<file path="src/rtl/tsm_pkg.sv">
// shared constants and types for the touch sensor mode controller
package tsm_pkg;
  // register offsets on the serial link
  localparam logic [3:0] REG_QUEUE = 4'h0;
  localparam logic [3:0] REG_FAULT = 4'h1;
  localparam logic [3:0] REG_WHEEL_STAT = 4'h2;
  localparam logic [3:0] REG_WHEEL_SETUP = 4'h3;
  localparam logic [3:0] REG_THRESH = 4'h4;
  localparam logic [3:0] REG_TICK = 4'h5;
  localparam logic [3:0] REG_SCAN = 4'h6;
  localparam logic [3:0] REG_TONE = 4'h7;
  localparam logic [3:0] REG_SLEEP = 4'h8;
  localparam logic [3:0] REG_HELD = 4'h9;
  localparam logic [3:0] REG_CFG = 4'ha;
  localparam logic [3:0] REG_INFO = 4'hb;
  // values after power-up
  localparam logic [7:0] QUEUE_RST = 8'h40;
  localparam logic [7:0] WHEEL_SETUP_RST = 8'h81;
  localparam logic [7:0] ZERO_RST = 8'h00;
  localparam logic [7:0] TICK_RST = 8'h05;
  localparam logic [7:0] SCAN_RST = 8'h01;
  localparam logic [7:0] TONE_RST = 8'h01;
  localparam logic [7:0] CFG_RST = 8'h14;
  // configuration field positions
  localparam int B_RUN = 0;
  localparam int B_IRQ_OUT = 1;
  localparam int B_DUTYN = 2;
  localparam int B_SRST = 4;
  localparam int B_SPACE = 5;
  // range limits and replacement codes
  localparam logic [7:0] TICK_MAX = 8'h1a;
  localparam logic [7:0] TICK_FIX = 8'h1a;
  localparam logic [7:0] SCAN_MAX = 8'h1f;
  localparam logic [7:0] SCAN_FIX = 8'h1f;
  // timing
  localparam int CLK_HZ = 40000000;
  localparam int BASE_MS = 1;
  localparam int MS_CYCLES = CLK_HZ / 1000 * BASE_MS;
  localparam logic [7:0] TICK_OFFSET_MS = 8'h05;
  localparam logic [7:0] FIXED_PERIOD_MS = 8'h08;
  localparam int DUTY_STRETCH = 8;
  localparam int WAKE_LOW_NS = 250;
  localparam int WAKE_LOW_CYC = (WAKE_LOW_NS * (CLK_HZ / 1000000) + 999) / 1000;
  localparam int WAKE_WAIT_CYC = 8;
  localparam int LINK_TIMEOUT_CYC = 64;
  // host register offsets on apb
  localparam logic [7:0] HREG_CMD = 8'h00;
  localparam logic [7:0] HREG_STAT = 8'h04;
  localparam logic [7:0] HREG_WAKE = 8'h08;
  // operating modes, encoded as {run, duty_n}
  typedef enum logic [1:0] {
    powered_off_mode, awake_idle_mode, duty_cycled_scan_mode, continuous_scan_mode
  } tsm_mode_e;
  // host sequencer states
  typedef enum logic [2:0] {h_idle, h_wake_low, h_wake_wait, h_req} tsm_host_e;
endpackage : tsm_pkg

</file>
<file path="src/rtl/tsm_link_if.sv">
// register link and pins between host and sensor controller
`timescale 1ns/1ps
interface tsm_link_if;
  logic req; // request held until ack or timeout
  logic wr; // 1 write, 0 read
  logic [3:0] addr; // register offset
  logic [7:0] wdata; // write byte
  logic ack; // one-cycle answer
  logic [7:0] rdata; // read byte, valid with ack
  logic wake_attention_pin; // wake pin, idle high
  logic irq_n; // interrupt, active low
  modport device(input req, input wr, input addr, input wdata, input wake_attention_pin,
                 output ack, output rdata, output irq_n);
  modport host(output req, output wr, output addr, output wdata, output wake_attention_pin,
               input ack, input rdata, input irq_n);
endinterface : tsm_link_if

</file>
<file path="src/rtl/tsm_device.sv">
// sensor controller end: mode control, registers, tick and interrupt spacing
//
// Implementation choice: register access over APB.
`timescale 1ns/1ps
module tsm_device #(
  parameter int MS_CYCLES = tsm_pkg::MS_CYCLES,
  parameter logic [7:0] PART_INFO = 8'h3c // arbitrary value
) (
  // clock and reset
  input wire logic core_clk,
  input wire logic srst,
  // link to host
  tsm_link_if.device link,
  // sensor side inputs
  input wire logic [7:0] queue_data_in,
  input wire logic [7:0] fault_in,
  input wire logic [7:0] wheel_in,
  input wire logic touch_event,
  // sensor side outputs
  output tsm_pkg::tsm_mode_e mode,
  output logic scan_active,
  output logic low_power,
  output logic master_tick,
  output logic scan_tick,
  output logic queue_pop,
  output logic queue_clear,
  output logic sensor_reset,
  output logic [7:0] wheel_setup,
  output logic [7:0] touch_threshold,
  output logic [7:0] tick_period,
  output logic [7:0] scan_interval,
  output logic [7:0] click_tone_setup,
  output logic [7:0] sleep_setup,
  output logic [7:0] held_touch_timeout
);
  localparam int MSW = $clog2(MS_CYCLES + 1);

  // clamp a written code to its legal range
  function automatic logic [7:0] clamp(input logic [7:0] v, input logic [7:0] lim, input logic [7:0] fix);
    return (v > lim) ? fix : v;
  endfunction : clamp

  // mode decode from the configuration byte
  function automatic tsm_pkg::tsm_mode_e mode_of(input logic [7:0] c);
    return tsm_pkg::tsm_mode_e'({c[tsm_pkg::B_RUN], c[tsm_pkg::B_DUTYN]});
  endfunction : mode_of

  logic [7:0] cfg; // configuration byte
  logic [7:0] queue_view; // event queue as read
  logic wake_s1; // synchroniser first stage
  logic wake_s2; // synchroniser second stage
  logic wake_s3; // previous synchronised level
  logic wake_fall; // one-cycle falling edge
  logic soft_rst; // software reset pulse
  tsm_pkg::tsm_mode_e cur; // live mode
  logic answerable; // link is served
  logic take; // request accepted this cycle
  logic wr_ok; // write allowed to store
  logic [7:0] rd_val; // read mux
  logic [MSW-1:0] ms_cnt; // millisecond prescaler
  logic ms_pulse; // one pulse per ms
  logic [7:0] period_ms; // primary clock period
  logic [7:0] tick_ms; // ms within period
  logic [7:0] scan_cnt; // ticks within scan period
  logic [8:0] scan_lim9; // scan period minus one, wide
  logic [7:0] scan_lim; // scan period minus one
  logic pending; // interrupt event waiting
  logic [3:0] gap_cnt; // ticks until next interrupt

  assign cur = mode_of(cfg);
  assign answerable = (cur == tsm_pkg::awake_idle_mode) || (cur == tsm_pkg::continuous_scan_mode);
  assign take = link.req & ~link.ack & answerable;
  assign wr_ok = take & link.wr & ((cur == tsm_pkg::awake_idle_mode) || (link.addr == tsm_pkg::REG_CFG));
  assign wake_fall = wake_s3 & ~wake_s2;

  always_ff @(posedge core_clk) begin
    if (srst) begin
      wake_s1 <= 1'b1;
      wake_s2 <= 1'b1;
      wake_s3 <= 1'b1;
    end else begin
      wake_s1 <= link.wake_attention_pin;
      wake_s2 <= wake_s1;
      wake_s3 <= wake_s2;
    end
  end

  // configuration register
  always_ff @(posedge core_clk) begin
    if (srst || soft_rst) begin
      cfg <= tsm_pkg::CFG_RST;
    end else begin
      // writes cannot reach here in duty or off
      if (wr_ok && link.addr == tsm_pkg::REG_CFG) begin
        cfg <= link.wdata;
      end
      if (wake_fall) begin
        cfg[tsm_pkg::B_DUTYN] <= 1'b1;
      end
    end
  end

  always_ff @(posedge core_clk) begin
    if (srst) begin
      soft_rst <= 1'b0;
    end else begin
      soft_rst <= wr_ok && (link.addr == tsm_pkg::REG_CFG) && !link.wdata[tsm_pkg::B_SRST];
    end
  end
  assign sensor_reset = soft_rst;

  // writable setup registers
  always_ff @(posedge core_clk) begin
    if (srst || soft_rst) begin
      wheel_setup <= tsm_pkg::WHEEL_SETUP_RST;
      scan_interval <= tsm_pkg::SCAN_RST;
      tick_period <= tsm_pkg::TICK_RST;
      touch_threshold <= tsm_pkg::ZERO_RST;
      click_tone_setup <= tsm_pkg::TONE_RST;
      sleep_setup <= tsm_pkg::ZERO_RST;
      held_touch_timeout <= tsm_pkg::ZERO_RST;
    end else if (wr_ok) begin
      case (link.addr)
        tsm_pkg::REG_WHEEL_SETUP: begin
          wheel_setup <= link.wdata;
        end
        tsm_pkg::REG_THRESH: begin
          touch_threshold <= link.wdata;
        end
        tsm_pkg::REG_TICK: begin
          tick_period <= clamp(link.wdata, tsm_pkg::TICK_MAX, tsm_pkg::TICK_FIX);
        end
        tsm_pkg::REG_SCAN: begin
          scan_interval <= clamp(link.wdata, tsm_pkg::SCAN_MAX, tsm_pkg::SCAN_FIX);
        end
        tsm_pkg::REG_TONE: begin
          click_tone_setup <= link.wdata;
        end
        tsm_pkg::REG_SLEEP: begin
          sleep_setup <= link.wdata;
        end
        tsm_pkg::REG_HELD: begin
          held_touch_timeout <= link.wdata;
        end
        default: begin
          // read-only or unmapped: dropped
        end
      endcase
    end
  end

  always_ff @(posedge core_clk) begin
    if (srst || soft_rst) begin
      queue_view <= tsm_pkg::QUEUE_RST;
    end else begin
      queue_view <= queue_data_in;
    end
  end

  // read mux
  always_comb begin
    case (link.addr)
      tsm_pkg::REG_QUEUE: rd_val = queue_view;
      tsm_pkg::REG_FAULT: rd_val = fault_in;
      tsm_pkg::REG_WHEEL_STAT: rd_val = wheel_in;
      tsm_pkg::REG_WHEEL_SETUP: rd_val = wheel_setup;
      tsm_pkg::REG_THRESH: rd_val = touch_threshold;
      tsm_pkg::REG_TICK: rd_val = tick_period;
      tsm_pkg::REG_SCAN: rd_val = scan_interval;
      tsm_pkg::REG_TONE: rd_val = click_tone_setup;
      tsm_pkg::REG_SLEEP: rd_val = sleep_setup;
      tsm_pkg::REG_HELD: rd_val = held_touch_timeout;
      tsm_pkg::REG_CFG: rd_val = cfg;
      tsm_pkg::REG_INFO: rd_val = PART_INFO;
      default: rd_val = tsm_pkg::ZERO_RST;
    endcase
  end

  // link answer and queue strobes
  always_ff @(posedge core_clk) begin
    if (srst) begin
      link.ack <= 1'b0;
      link.rdata <= tsm_pkg::ZERO_RST;
      queue_pop <= 1'b0;
      queue_clear <= 1'b0;
    end else begin
      // answer one cycle after the request
      link.ack <= take;
      if (take) begin
        link.rdata <= rd_val;
      end
      queue_pop <= take && !link.wr && (link.addr == tsm_pkg::REG_QUEUE);
      queue_clear <= wr_ok && (link.addr == tsm_pkg::REG_QUEUE);
    end
  end

  assign period_ms = (cur == tsm_pkg::continuous_scan_mode) ? tick_period + tsm_pkg::TICK_OFFSET_MS
                                                            : tsm_pkg::FIXED_PERIOD_MS;

  // millisecond prescaler, halted when off
  always_ff @(posedge core_clk) begin
    if (srst || soft_rst || cur == tsm_pkg::powered_off_mode) begin
      ms_cnt <= '0;
      ms_pulse <= 1'b0;
    end else if (ms_cnt == MSW'(MS_CYCLES - 1)) begin
      ms_cnt <= '0;
      ms_pulse <= 1'b1;
    end else begin
      ms_cnt <= ms_cnt + MSW'(1);
      ms_pulse <= 1'b0;
    end
  end

  always_ff @(posedge core_clk) begin
    if (srst || soft_rst || cur == tsm_pkg::powered_off_mode) begin
      tick_ms <= '0;
      master_tick <= 1'b0;
    end else if (ms_pulse && tick_ms >= period_ms - 8'h01) begin
      tick_ms <= '0;
      master_tick <= 1'b1;
    end else begin
      tick_ms <= ms_pulse ? tick_ms + 8'h01 : tick_ms;
      master_tick <= 1'b0;
    end
  end

  assign scan_lim9 = (cur == tsm_pkg::duty_cycled_scan_mode)
                     ? ({1'b0, scan_interval} + 9'h001) * 9'(tsm_pkg::DUTY_STRETCH) - 9'h001
                     : {1'b0, scan_interval};
  assign scan_lim = scan_lim9[7:0];

  // scanning only with run bit set
  always_ff @(posedge core_clk) begin
    if (srst || soft_rst || !cfg[tsm_pkg::B_RUN]) begin
      scan_cnt <= '0;
      scan_tick <= 1'b0;
    end else if (master_tick && scan_cnt >= scan_lim) begin
      scan_cnt <= '0;
      scan_tick <= 1'b1;
    end else begin
      scan_cnt <= master_tick ? scan_cnt + 8'h01 : scan_cnt;
      scan_tick <= 1'b0;
    end
  end

  // mode status outputs
  always_ff @(posedge core_clk) begin
    if (srst) begin
      mode <= tsm_pkg::awake_idle_mode;
      scan_active <= 1'b0;
      low_power <= 1'b0;
    end else begin
      mode <= cur;
      scan_active <= cfg[tsm_pkg::B_RUN];
      // duty bit low enables duty cycling
      low_power <= (cur == tsm_pkg::duty_cycled_scan_mode) && !scan_tick;
    end
  end

  // interrupt spacing and line
  always_ff @(posedge core_clk) begin
    if (srst || soft_rst) begin
      pending <= 1'b0;
      gap_cnt <= '0;
      link.irq_n <= 1'b1;
    end else begin
      // new event wins over the fire clear
      // cleared only when the line really fires, so a pop cannot eat it
      pending <= touch_event
                 | (pending & ~(link.irq_n & (gap_cnt == 4'h0) & cfg[tsm_pkg::B_IRQ_OUT] & ~queue_pop));
      if (!cfg[tsm_pkg::B_IRQ_OUT] || queue_pop) begin
        link.irq_n <= 1'b1;
      end else if (pending && link.irq_n && gap_cnt == 4'h0) begin
        link.irq_n <= 1'b0;
        // gap of code plus one ticks
        gap_cnt <= {1'b0, cfg[tsm_pkg::B_SPACE +: 3]} + 4'h1;
      end
      if (master_tick && gap_cnt != 4'h0 && link.irq_n) begin
        gap_cnt <= gap_cnt - 4'h1;
      end
    end
  end
endmodule : tsm_device

</file>
<file path="src/flat_wrapper.sv">
// flat-port wrapper written by rule: the top's interface ports become plain ports
module tsm_device_flat 
#(
  parameter int MS_CYCLES = tsm_pkg::MS_CYCLES,
  parameter logic [7:0] PART_INFO = 8'h3c                   
)
  (core_clk, srst, queue_data_in, fault_in, wheel_in, touch_event, mode, scan_active, low_power, master_tick, scan_tick, queue_pop, queue_clear, sensor_reset, wheel_setup, touch_threshold, tick_period, scan_interval, click_tone_setup, sleep_setup, held_touch_timeout, link_req, link_wr, link_addr, link_wdata, link_wake_attention_pin, link_ack, link_rdata, link_irq_n);
  tsm_link_if link_i ();
  input wire logic core_clk;
  input wire logic srst;
  input wire logic [7:0] queue_data_in;
  input wire logic [7:0] fault_in;
  input wire logic [7:0] wheel_in;
  input wire logic touch_event;
  output tsm_pkg::tsm_mode_e mode;
  output logic scan_active;
  output logic low_power;
  output logic master_tick;
  output logic scan_tick;
  output logic queue_pop;
  output logic queue_clear;
  output logic sensor_reset;
  output logic [7:0] wheel_setup;
  output logic [7:0] touch_threshold;
  output logic [7:0] tick_period;
  output logic [7:0] scan_interval;
  output logic [7:0] click_tone_setup;
  output logic [7:0] sleep_setup;
  output logic [7:0] held_touch_timeout;
  input wire logic [$bits(link_i.req)-1:0] link_req;
  input wire logic [$bits(link_i.wr)-1:0] link_wr;
  input wire logic [$bits(link_i.addr)-1:0] link_addr;
  input wire logic [$bits(link_i.wdata)-1:0] link_wdata;
  input wire logic [$bits(link_i.wake_attention_pin)-1:0] link_wake_attention_pin;
  output wire logic [$bits(link_i.ack)-1:0] link_ack;
  output wire logic [$bits(link_i.rdata)-1:0] link_rdata;
  output wire logic [$bits(link_i.irq_n)-1:0] link_irq_n;
  assign link_i.req = link_req;
  assign link_i.wr = link_wr;
  assign link_i.addr = link_addr;
  assign link_i.wdata = link_wdata;
  assign link_i.wake_attention_pin = link_wake_attention_pin;
  assign link_ack = link_i.ack;
  assign link_rdata = link_i.rdata;
  assign link_irq_n = link_i.irq_n;
  tsm_device #(.MS_CYCLES(MS_CYCLES), .PART_INFO(PART_INFO)) u_core (.core_clk(core_clk), .srst(srst), .link(link_i), .queue_data_in(queue_data_in), .fault_in(fault_in), .wheel_in(wheel_in), .touch_event(touch_event), .mode(mode), .scan_active(scan_active), .low_power(low_power), .master_tick(master_tick), .scan_tick(scan_tick), .queue_pop(queue_pop), .queue_clear(queue_clear), .sensor_reset(sensor_reset), .wheel_setup(wheel_setup), .touch_threshold(touch_threshold), .tick_period(tick_period), .scan_interval(scan_interval), .click_tone_setup(click_tone_setup), .sleep_setup(sleep_setup), .held_touch_timeout(held_touch_timeout));
endmodule
</file>
<file path="config.mk">
export PLATFORM = sky130hd
export DESIGN_NAME = tsm_device_flat
export DESIGN_NICKNAME = d
export VERILOG_FILES = /design/src/rtl/tsm_pkg.sv /design/src/rtl/tsm_link_if.sv /design/src/rtl/tsm_device.sv /design/src/flat_wrapper.sv
export SDC_FILE = /design/constraint.sdc
export NUM_CORES = 1
export LEC_CHECK = 0
export BUFFER_PORTS_ARGS = -buffer_cell sky130_fd_sc_hd__clkbuf_2
export CAP_MARGIN = 30
export CORE_MARGIN = 4
export CORE_UTILIZATION = 45
export CTS_BUF_LIST = sky130_fd_sc_hd__clkbuf_8 sky130_fd_sc_hd__clkbuf_16
export CTS_CLUSTER_DIAMETER = 40
export CTS_CLUSTER_SIZE = 28
export DETAILED_ROUTE_END_ITERATION = 10
export PLACE_DENSITY = 0.66
export SYNTH_ARGS = -nofsm -noshare
export SYNTH_HDL_FRONTEND = slang
export SYNTH_SLANG_ARGS = --single-unit
</file>
<file path="constraint.sdc">
create_clock -name core_clk -period 9.3 [get_ports core_clk]
set_clock_uncertainty 0.2 [all_clocks]
set_input_delay 1.395 -clock core_clk [delete_from_list [all_inputs] [get_ports core_clk]]
set_output_delay 1.395 -clock core_clk [all_outputs]
set_load 0.01 [all_outputs]
</file>
* After elaboration in Yosys (flattened, before gate mapping)
Index checks and enable logic that the tools add are counted.
Storage, ports and cells: bits in registers 132, input bits 42, output and inout bits 75, word-level logic and storage cells 125
Operators by class: $add $sub $neg 9, magnitude comparators 4, equal/unequal tests 16, muxes and demuxes 11, bitwise gates (word level) 14, reduce and logical (&&, ||, !) cells 41
Operators with widths (count):
- 8-bit case mux with 12 select lines | 1
- 8-bit two-way mux | 4
- 16-bit by 1-bit adder with 16-bit output, second input constant | 1
- 8-bit by 1-bit adder with 8-bit output, second input constant | 2
- 16-bit == test, second input constant | 1
- 4-bit by 3-bit == test with 1-bit output, second input constant | 4
- 4-bit == test, second input constant | 4
- 8-bit greater-or-equal comparator | 2
- 8-bit by 5-bit greater-than comparator with 1-bit output, second input constant | 2
- 2-bit AND reduction | 8
- 8-bit by 1-bit subtractor with 8-bit output, second input constant | 2
- 1-bit logical AND | 12
- 4-bit two-way mux | 3
- 2-bit OR reduction | 5
- 1-bit AND | 9
- 8-bit by 3-bit adder with 8-bit output, second input constant | 1
- 4-bit by 2-bit == test with 1-bit output, second input constant | 2
- 4-bit zero test | 2
- 1-bit logical OR | 6
- 5-bit by 1-bit adder with 5-bit output, second input constant | 1
- 1-bit zero test | 5
- 3-bit by 1-bit adder with 4-bit output, second input constant | 1
- 2-bit == test, second input constant | 2
- 4-bit by 1-bit == test with 1-bit output, second input constant | 1
- 9 further kinds | 14

* Longest topological paths before layout
Gate-level depths: netlist of the first run.
word-level depth 7, depth in mapped cells 12

* Least setup slack after synthesis of the first run
OpenSTA, ideal clock, no wires.
kind register to register, from register u_core.scan_interval[0], to register u_core.scan_tick, setup time 0.124 ns, arrival time 2.682 ns, path slack 6.293 ns, cell stages (with the launch flop) 12, buffers on the path 0, path through dfxtp_1 ha_1 or3b_1 a21boi_0 o21ai_1 xnor2_1 mux2i_1 ha_1 and4_1 a31oi_2 a21boi_1 nor3b_1
Between the ends: word-level cells in the longest chain between the ends 6
RTL lines:
- from (decl) | RTL line tsm_device.sv:31 | output logic [7:0] scan_interval,
- from (signal assigned) | RTL line tsm_device.sv:116 | scan_interval <= tsm_pkg::SCAN_RST;
- from (signal assigned) | RTL line tsm_device.sv:134 | scan_interval <= clamp(link.wdata, tsm_pkg::SCAN_MAX, tsm_pkg::SCAN_FIX);
- 5-bit by 1-bit adder with 5-bit output | RTL line tsm_device.sv:228 | ? ({1'b0, scan_interval} + 9'h001) * 9'(tsm_pkg::DUTY_STRETCH) - 9'h001
- 8-bit by 1-bit subtractor with 8-bit output | RTL line tsm_device.sv:228
- 8-bit two-way mux (*) | RTL line tsm_device.sv:228
- 8-bit greater-or-equal comparator (*) | RTL line tsm_device.sv:237 | end else if (master_tick && scan_cnt >= scan_lim) begin
- 1-bit logical AND (*) | RTL line tsm_device.sv:237
- 1-bit two-way mux (*) | RTL line tsm_device.sv:237
- to (signal assigned) | RTL line tsm_device.sv:236 | scan_tick <= 1'b0;
- to (signal assigned) | RTL line tsm_device.sv:239 | scan_tick <= 1'b1;
- to (signal assigned) | RTL line tsm_device.sv:242 | scan_tick <= 1'b0;
- to (decl) | RTL line tsm_device.sv:24 | output logic scan_tick,
Every way passes the cells marked *; elsewhere a longest branch is shown, timed or not. A chain may end at the register's enable or synchronous reset.

* Worst setup path in the final report of the first run
from input port link_addr[2], to register u_core.touch_threshold[1]
Between the ends: word-level cells in the longest chain between the ends 4, elaborated cells between the ends (all ways) 5, those cells by class eq/ne: 2; bitwise: 1; reduce/logical: 2
RTL lines:
- from (decl) | RTL line flat_wrapper.sv:32 | input wire logic [$bits(link_i.addr)-1:0] link_addr;
- 4-bit == test | RTL line tsm_device.sv:73 | assign wr_ok = take & link.wr & ((cur == tsm_pkg::awake_idle_mode) || (link.addr == tsm_pkg::REG_CFG));
- 1-bit logical OR | RTL line tsm_device.sv:73
- 1-bit AND | RTL line tsm_device.sv:73
- 2-bit AND reduction (no source line) (*)
- to (signal assigned) | RTL line tsm_device.sv:118 | touch_threshold <= tsm_pkg::ZERO_RST;
- to (signal assigned) | RTL line tsm_device.sv:128 | touch_threshold <= link.wdata;
- to (decl) | RTL line tsm_device.sv:29 | output logic [7:0] touch_threshold,
Marked as above.

==> out/qor.csv, run 1 <==
metric;value;unit
outcome;complete, no violations;
Skew-Pair Late Insertion Delay;0.42;ns
overall global routing resource usage;23.1;%
P_leak;3.16;nW
final worst path period share;39.2;%
die area;16900;um^2
required time at the worst-slack endpoint;9.40;ns
Netlist cell types;74;
final antenna-violating net count;0;
dpl hpwl;13.7;mm
count of max-cap constraint violations;0;
master cell of the clock root buffer;clkbuf_16;
most used standard cells in the synthesized netlist;dfxtp_1, nor2_1, mux2i_1;
Congestion Overflow GR;0;
critical path fanouts, max;31;
number of ports placed on the die boundary;117;
total number of clock tree sinks;131;
tightest hold margin;0.224;ns
Post-Place Cells;1020;
Internal Power;996;uW
sequential element share of the synthesized area;39.2;%
Post-layout nets;921;
Synth warnings;0;
shortest period the worst path allows;3.64;ns
first-pass GRT wire length;30.3;mm
Final Max Slew Viols;0;
share of power burned in registers;43.9;%
clock edge transition at the registers on the reported setup and hold paths;0.06;ns
kind of end point of the critical path;register;
Cells on Worst Hold Path;1;
prevailing post-synth register cell;dfxtp_1;
Post-CTS Resized;0;
Core Footprint;14500;um^2
Initial Utilization;46.0;%
post-synthesis cell type with the largest combined area;dfxtp_1;
detail-routed net length per standard cell;18.0;um
final routed DRC violation total;0;
horizontal die dimension;130;um
setup repair after global routing missed its margin;no;
Post-synth EDFFs;0;
count of vias placed by the detailed router;5850;
switching part of the total power;23.9;%
Yosys top cell area share;39.2;%
f_max;0.274;GHz
total iterations of the first detailed-routing run;5;
Setup CP Type;in2reg;
reg2reg setup slack;5.67;ns
initial antenna violation count;0;
clock group share of total power;49.9;%
final setup violation count;0;
kind of launch point of the worst setup path;input port;
post-CTS setup-driven buffer insertion count;0;
fraction of layout instances using a drive strength above 1;20.0;%
cell count after synthesis;762;
count of non-filler cells in the finished layout;1052;
Worst IR Drop VDD;0.138;mV
most common cell in the synthesized netlist;dfxtp_1;
mapped cell area;6690;um^2
worst min-delay path category;reg2reg;
Final Routed Wirelength;18.9;mm
Crit Reg-Reg Endpoint;u_core.master_tick;
Die Height;130;um
top post-synthesis cells by area;dfxtp_1, mux2i_1, nor2_1;
data arrival time of the critical path;3.75;ns
post-synthesis async set-or-reset flop share;0;%
hold path startpoint;u_core.wake_s1;
Setup Total Neg Slack;0;ns
gp weighted congestion;0.866;
number of CTS-inserted buffers;17;
cts hold-fix bufs;0;
number of cell instances on the worst register-to-register path;11;
final antenna diode count;0;
Iter 0 DRT Violations;469;
count of input and output buffers;116;
combinational fraction of design power;6.3;%
Mean Syn Cell Area;8.77;um^2
layout-stage area growth over the synthesis result;18.4;%
clock tree buffer depth;2;
hold violation count in the final report;0;
total number of H-tree levels;4;
power consumption;1.31;mW
PD cells;165;nW/um^2
end point of the worst hold path;u_core.wake_s2;
maximum number of pins on one net before global-route repair;46;
synthesized netlist net count;828;
power spent charging and discharging nets;313;uW
number of global-route vias before repair;5543;
slew at the pin closest to its max-slew limit;0.913;ns
Max-slew headroom;38.7;%
Reg-to-Reg Start;u_core.cfg[2];
final core utilization;54.5;%
CTS tree;done;
number of register bits inferred by synthesis;131;
total number of placement rows;44;
routed vias/inst;5.56;
[area by class of cell]
class / count / area [um^2]
clock buffer: 18 / 439
multi-input combinational: 575 / 3830
timing repair buffer: 119 / 616
tap: 184 / 230
clock inverter: 14 / 140
inverter: 11 / 41.3
sequential: 131 / 2620
fill: 1421 / 6620
[registers in the layout (all words and copies together) (netlist names), 4 cells and up]
name,cells
u_core.ms_cnt,16
u_core.cfg,8
u_core.click_tone_setup,8
u_core.held_touch_timeout,8
u_core.link.rdata,8
u_core.queue_view,8
u_core.scan_cnt,8
u_core.scan_interval,8
u_core.sleep_setup,8
u_core.tick_ms,8
u_core.tick_period,8
u_core.touch_threshold,8
u_core.wheel_setup,8
u_core.gap_cnt,4
[cells in the final DEF, fill, tap and decap left out, types with 6 or more instances in the layout]
cell type   netlist  layout
and2_1           16      16
nand2_1          47      47
ha_1             24      24
clkbuf_2          0     116
nor3_1           18      18
inv_1            10      12
xnor2_1          22      22
a22oi_1           9       9
nand3_1          26      26
nor2_1          110     110
clkbuf_16         0      17
mux2i_1          55      55
a21oi_1          29      29
xor2_1           12      12
or2_2             6       7
nand4_1          18      18
nor2b_1          20      20
o21ai_0          12      12
a31oi_1          10      10
a211oi_1          9       9
clkinvlp_4        0       6
dfxtp_1         131     131
nand2b_1         23      23
o21ai_1          10      10
[critical path: stages]
cell and delay [ns]:
clkbuf_2 0.55, nor2b_1 0.68, o211ai_4 0.24, or3_1 0.58, mux2i_1 0.23, nor2_1 0.06
[per-layer routing]
metal  up-vias  part of all wire, %  GRT usage, %
met5         -                    0             0
met3        28                  7.0          5.53
li1       2899                    -             -
met2       217                   44          34.1
met1      2706                   47          33.1
met4         0                  2.1          8.07
[cell families (layout without fill, tap and decap cells)]
group           Yosys count  after routing  synth area share (%)
fa+ha+maj                24             24                  4.49
buf+inv                  56            162                  3.50
mux                      64             64                  9.92
simple gates            326            326                  25.0
flops                   131            131                  39.2
compound gates          127            127                  13.5
xor+xnor                 34             34                  4.45
[worst max path at each step]
stage / startpoint / to / slack, ns / cells past startpoint
floorplan: u_core.scan_interval[0] / u_core.scan_tick / 6.29 / 11
global placement: link_addr[2] / u_core.touch_threshold[2] / 5.30 / 6
detailed placement: link_addr[2] / u_core.touch_threshold[7] / 5.31 / 6
CTS: u_core.cfg[2] / u_core.master_tick / 5.68 / 11
global route: u_core.cfg[2] / u_core.master_tick / 5.35 / 11
finish: link_addr[2] / u_core.touch_threshold[1] / 5.66 / 6
[power by group through the flow]
stage / registers (mW) / logic (mW) / clock network [mW]
2_1_floorplan: 0.586 / 0.0501 / 0
3_3_place_gp: 0.587 / 0.0801 / 0
3_5_place_dp: 0.587 / 0.0813 / 0
4_1_cts: 0.574 / 0.0817 / 0.664
5_1_grt: 0.575 / 0.0896 / 0.684
6_report: 0.574 / 0.0823 / 0.653
[per-stage QoR]
| stage | area, um^2 | setup WS (ns) |
|---|---|---|
| floorplan | 6690 | 6.29 |
| global placement | 7320 | 5.30 |
| detailed placement | 7340 | 5.31 |
| CTS | 7920 | 5.68 |
| global route | 7920 | 5.35 |
| finish | 7920 | 5.66 |
Power figures use the tool's default switching activity.
==> inputs of run 2 (changes only) <==
- PLACE_DENSITY: 0.66 -> 0.69
- clock period: 9.3 -> 2.9 ns (I/O delays scaled with it)
==> run 2 against run 1 <==
  * Core utilization is 3.0 points higher
  * Clock-buffer cell count is 1 higher
  * First-iteration DRC count is 9.8% lower
  * Via count is 4.3% higher
  * Critical endpoint is now u_core.master_tick
  * Clock power grew to 3.3 times the previous value
  * Total power grew to 3.2 times the previous value
  * Highest routed layer unchanged
  * Routed wire length is 2.2% higher
  * Critical path depth is 5 higher
==> out/qor.csv, run 2 (same netlist as run 1, synthesis figures left out) <==
metric;value;unit
kind of launch point of the worst setup path;register;
horizontal die dimension;130;um
start point of the critical path;u_core.tick_period[0];
Final Routed Wirelength;19.4;mm
fraction of layout instances using a drive strength above 1;26.0;%
master cell of the clock root buffer;clkbuf_16;
max reg flops;16;
overall global routing resource usage;23.1;%
shortest period the worst path allows;2.75;ns
top sig layer;met4;
Post-Place Cells;1055;
number of ports placed on the die boundary;117;
Max-slew headroom;51.4;%
met2 wire len;8.77;mm
final worst path period share;94.9;%
placement-stage worst setup slack;-0.0535;ns
Congestion Overflow GR;0;
clock tree buffer depth;2;
final antenna-violating net count;0;
required time at the worst-slack endpoint;3.01;ns
clock edge transition at the registers on the reported setup and hold paths;0.06;ns
count of vias placed by the detailed router;6104;
Reg-to-Reg Start;u_core.tick_period[0];
number of fill cells in the layout;1347;
gp weighted congestion;0.891;
wire length on met1;9.00;mm
most frequent cells in the layout;dfxtp_1, clkbuf_2, nor2_1;
total number of placement rows;44;
data arrival time of the critical path;2.86;ns
final setup violation count;0;
Setup CP Type;reg2reg;
Iter 0 DRT Violations;423;
Initial Utilization;46.0;%
first-pass GRT wire length;30.3;mm
area of the multi-input gates;3950;um^2
total number of clock tree sinks;131;
slew at the pin closest to its max-slew limit;0.729;ns
Worst Setup Slack, final;0.147;ns
maximum number of pins on one net before global-route repair;41;
initial antenna violation count;0;
number of CTS-inserted buffers;17;
die area;16900;um^2
Final Max Slew Viols;0;
Met3 Wirelength;1.15;mm
count of non-filler cells in the finished layout;1089;
power consumption;4.25;mW
count of max-cap constraint violations;0;
Setup Total Neg Slack;0;ns
Die Height;130;um
number of cell instances on the worst register-to-register path;11;
largest register by flop count;u_core.ms_cnt;
FF/Latch Area;2640;um^2
P_leak;3.37;nW
final antenna diode count;0;
f_max;0.363;GHz
tightest hold margin;0.00698;ns
routed vias/inst;5.61;
post-CTS setup-driven buffer insertion count;0;
number of global-route vias before repair;5745;
setup repair after global routing missed its margin;yes;
Skew-Pair Late Insertion Delay;0.42;ns
detail-routed net length per standard cell;17.8;um
kind of end point of the critical path;register;
layout-stage area growth over the synthesis result;24.9;%
hold path startpoint;queue_data_in[0];
hold violation count in the final report;0;
count of input and output buffers;116;
Cells on Worst Hold Path;2;
final routed DRC violation total;0;
CTS tree;done;
Core Footprint;14500;um^2
PD cells;509;nW/um^2
dpl hpwl;14.2;mm
outcome;complete, no violations;
total iterations of the first detailed-routing run;5;
Post-layout nets;959;
total number of H-tree levels;4;
most common cell after layout, fill and taps aside;dfxtp_1;
Worst IR Drop VDD;0.410;mV
critical path fanouts, max;8;
worst min-delay path category;in2reg;
## run 2: area by class of cell
cell class / instances / area share (%)
well taps: 184 / 2.76
clock inverters: 12 / 1.57
repair buffers: 157 / 10.9
inverters: 11 / 0.494
clock buffers: 19 / 5.42
flip-flops and latches: 131 / 31.6
multi-input cells: 575 / 47.3
## run 2: report_power, final
| group | internal (mW) | switching [mW] |
|---|---|---|
| Sequential | 1.82 | 0.0171 |
| Clock | 1.31 | 0.823 |
| Combinational | 0.107 | 0.177 |
## run 2: what timing repair did
item | CTS | global route
gates resized for setup | 5 | 21
hold buffers | 3 | 0
setup endpoints to repair | 8 | 18
pin swaps | 1 | 10
endpoints found under the hold margin | 3 | 0
## run 2: worst max-delay path: stages (launching register included)
cell	delay, ns
dfxtp_4	0.37
buf_4	0.15
or2_2	0.31
ha_1	0.21
nand3b_1	0.15
nor3_2	0.06
xnor2_1	0.14
ha_1	0.31
and4_4	0.18
a31oi_4	0.28
a21boi_2	0.13
nor2b_1	0.14
## run 2: path summary, 6_finish.rpt
path	to	slack [ns]
worst max-delay path	u_core.master_tick	0.15
worst min-delay path	u_core.queue_view[0]	0.007
worst max register to register	u_core.master_tick	0.15
worst min register to register	u_core.wake_s2	0.21
## run 2: metal layers
metal,vias to the layer above,global-route usage (%)
li1,2975,-
met1,2908,32.0
met2,192,35.7
met3,29,5.08
met4,0,8.01
met5,-,0
## run 2: stage by stage
stage	instance area (um^2)	util, %
after floorplan	6720	-
after global placement	7640	52.5
after detailed placement	7640	52.5
after CTS	8270	56.9
after global routing	8350	57.5
final	8350	57.5
==> inputs of run 3 (changes only) <==
- GPL_TIMING_DRIVEN: default -> 0
==> run 3 against run 2 <==
  * Via count rose by 2.0%
  * Fmax decreased by 2.1%
  * Sequential share of layout area decreased by 0.31 points
  * Sequential cell count unchanged
  * Total power shrank 0.58%
  * Hold slack improved by 0.0039 ns
  * Largest cell class unchanged
  * Largest power group unchanged
==> out/qor.csv, run 3 (same netlist as run 1, synthesis figures left out) <==
metric;value;unit
outcome;complete, no violations;
count of input and output buffers;111;
initial antenna violation count;1;
fin area;8470;um^2
layout-stage area growth over the synthesis result;26.7;%
Iter 0 DRT Violations;487;
final worst path period share;96.9;%
final antenna-violating net count;0;
number of ports placed on the die boundary;117;
Final Routed Wirelength;20.6;mm
CTS tree;done;
clock edge transition at the registers on the reported setup and hold paths;0.06;ns
slew at the pin closest to its max-slew limit;0.754;ns
gp weighted congestion;1.01;
total number of placement rows;44;
number of global-route vias before repair;5808;
worst min-delay path category;in2reg;
most common cell after layout, fill and taps aside;dfxtp_1;
hold violation count in the final report;0;
max reg flops;16;
number of CTS-inserted buffers;17;
Setup CP Type;reg2reg;
number of buffers and inverters on the critical path;0;
shortest period the worst path allows;2.81;ns
first-pass GRT wire length;31.1;mm
master cell of the clock root buffer;clkbuf_16;
count of max-cap constraint violations;0;
data arrival time of the critical path;2.92;ns
clock tree buffer depth;2;
Initial Utilization;46.0;%
critical path, cell by cell;ha_4 > or3b_1 > a21boi_2 > o21ai_2 > xnor2_1 > mux2i_1 > ha_1 > and4_4 > a31oi_4 > a21boi_4 > nor3b_1;
power consumption;4.23;mW
f_max;0.356;GHz
PD cells;499;nW/um^2
count of vias placed by the detailed router;6227;
total iterations of the first detailed-routing run;6;
Congestion Overflow GR;0;
dpl hpwl;14.9;mm
Post-layout nets;977;
horizontal die dimension;130;um
final antenna diode count;0;
Core Footprint;14500;um^2
instance area after placement;7510;um^2
delay of the slowest cell on the worst path;0.36;ns
required time at the worst-slack endpoint;3.00;ns
final routed DRC violation total;0;
Largest delay share family, worst path;simple AND/OR/NAND/NOR gates;
fraction of layout instances using a drive strength above 1;25.0;%
Skew-Pair Late Insertion Delay;0.42;ns
most frequent cells in the layout;dfxtp_1, clkbuf_2, nor2_1;
P_leak;3.34;nW
final setup violation count;0;
number of fill cells in the layout;1300;
Worst path slowest cell;dfxtp_4;
total number of clock tree sinks;131;
critical path fanouts, max;8;
die area;16900;um^2
Final Max Slew Viols;0;
Die Height;130;um
total number of H-tree levels;4;
largest register by flop count;u_core.ms_cnt;
overall global routing resource usage;24.2;%
Max-slew headroom;49.3;%
routed vias/inst;5.62;
kind of end point of the critical path;register;
setup repair after global routing missed its margin;yes;
Worst IR Drop VDD;0.433;mV
kind of launch point of the worst setup path;register;
detail-routed net length per standard cell;18.6;um
maximum number of pins on one net before global-route repair;17;
==> run 3: cell types whose count changed in the layout (fill, tap and decap cells not counted), sizes merged <==
cell / change
clkbuf: +21
bufinv: -1
clkinvlp: +1
inv: -2
clkinv: +1
dlygate4sd3: +2
buf: -3
==> run 3: repair_timing <==
item                                   in CTS  in global routing
endpoints found under the hold margin       5                  0
gates resized for setup                    24                 30
setup endpoints to repair                  18                 18
hold buffers                                5                  0
buffers inserted                            1                 13
pin swaps                                   4                 24
==> run 3: final timing paths <==
path                            slack, ns                    to                    start  cells after the start
worst max register to register       0.09      u_core.scan_tick  u_core.scan_interval[0]                     11
worst min register to register       0.20        u_core.wake_s2           u_core.wake_s1                      1
worst max-delay path                 0.09      u_core.scan_tick  u_core.scan_interval[0]                     11
worst min-delay path                 0.01  u_core.queue_view[0]         queue_data_in[0]                      2
==> run 3: power breakdown <==
group,internal (mW),total (mW),switching (mW)
Clock,1.27,2.10,0.827
Combinational,0.104,0.295,0.190
Sequential,1.82,1.84,0.0179
==> run 3: cell type report <==
type                       instances  area (um^2)  area share [%]
timing repair buffer             130          708            8.36
multi-input combinational        575         4040            47.7
buffer                            45          219            2.59
clock inverter                    11          104            1.23
sequential                       131         2650            31.3
inverter                          11         41.3           0.488
tap                              184          230            2.72
clock buffer                      21          480            5.67
==> run 3: per-layer routing <==
metal  wire length [um]  track usage, %  up-vias
met5                 14               0        -
li1                   -               -     3019
met3               1460            5.12       34
met1               9420            33.7     2933
met4                544            9.17        2
met2               9170            36.9      239
==> run 3: metrics by stage <==
stage,utilization (%),instances,setup TNS [ns],setup WS (ns),hold slack [ns]
after floorplan,-,762,0,0.0212,0.189
after global placement,51.6,1057,-5.05,-0.613,0.197
after detailed placement,51.6,1057,-5.30,-0.585,0.193
after CTS,56.6,1095,0,0.00672,0.00185
after global routing,58.3,1108,-0.483,-0.0664,0.0160
final,58.3,1108,0,0.0892,0.0109
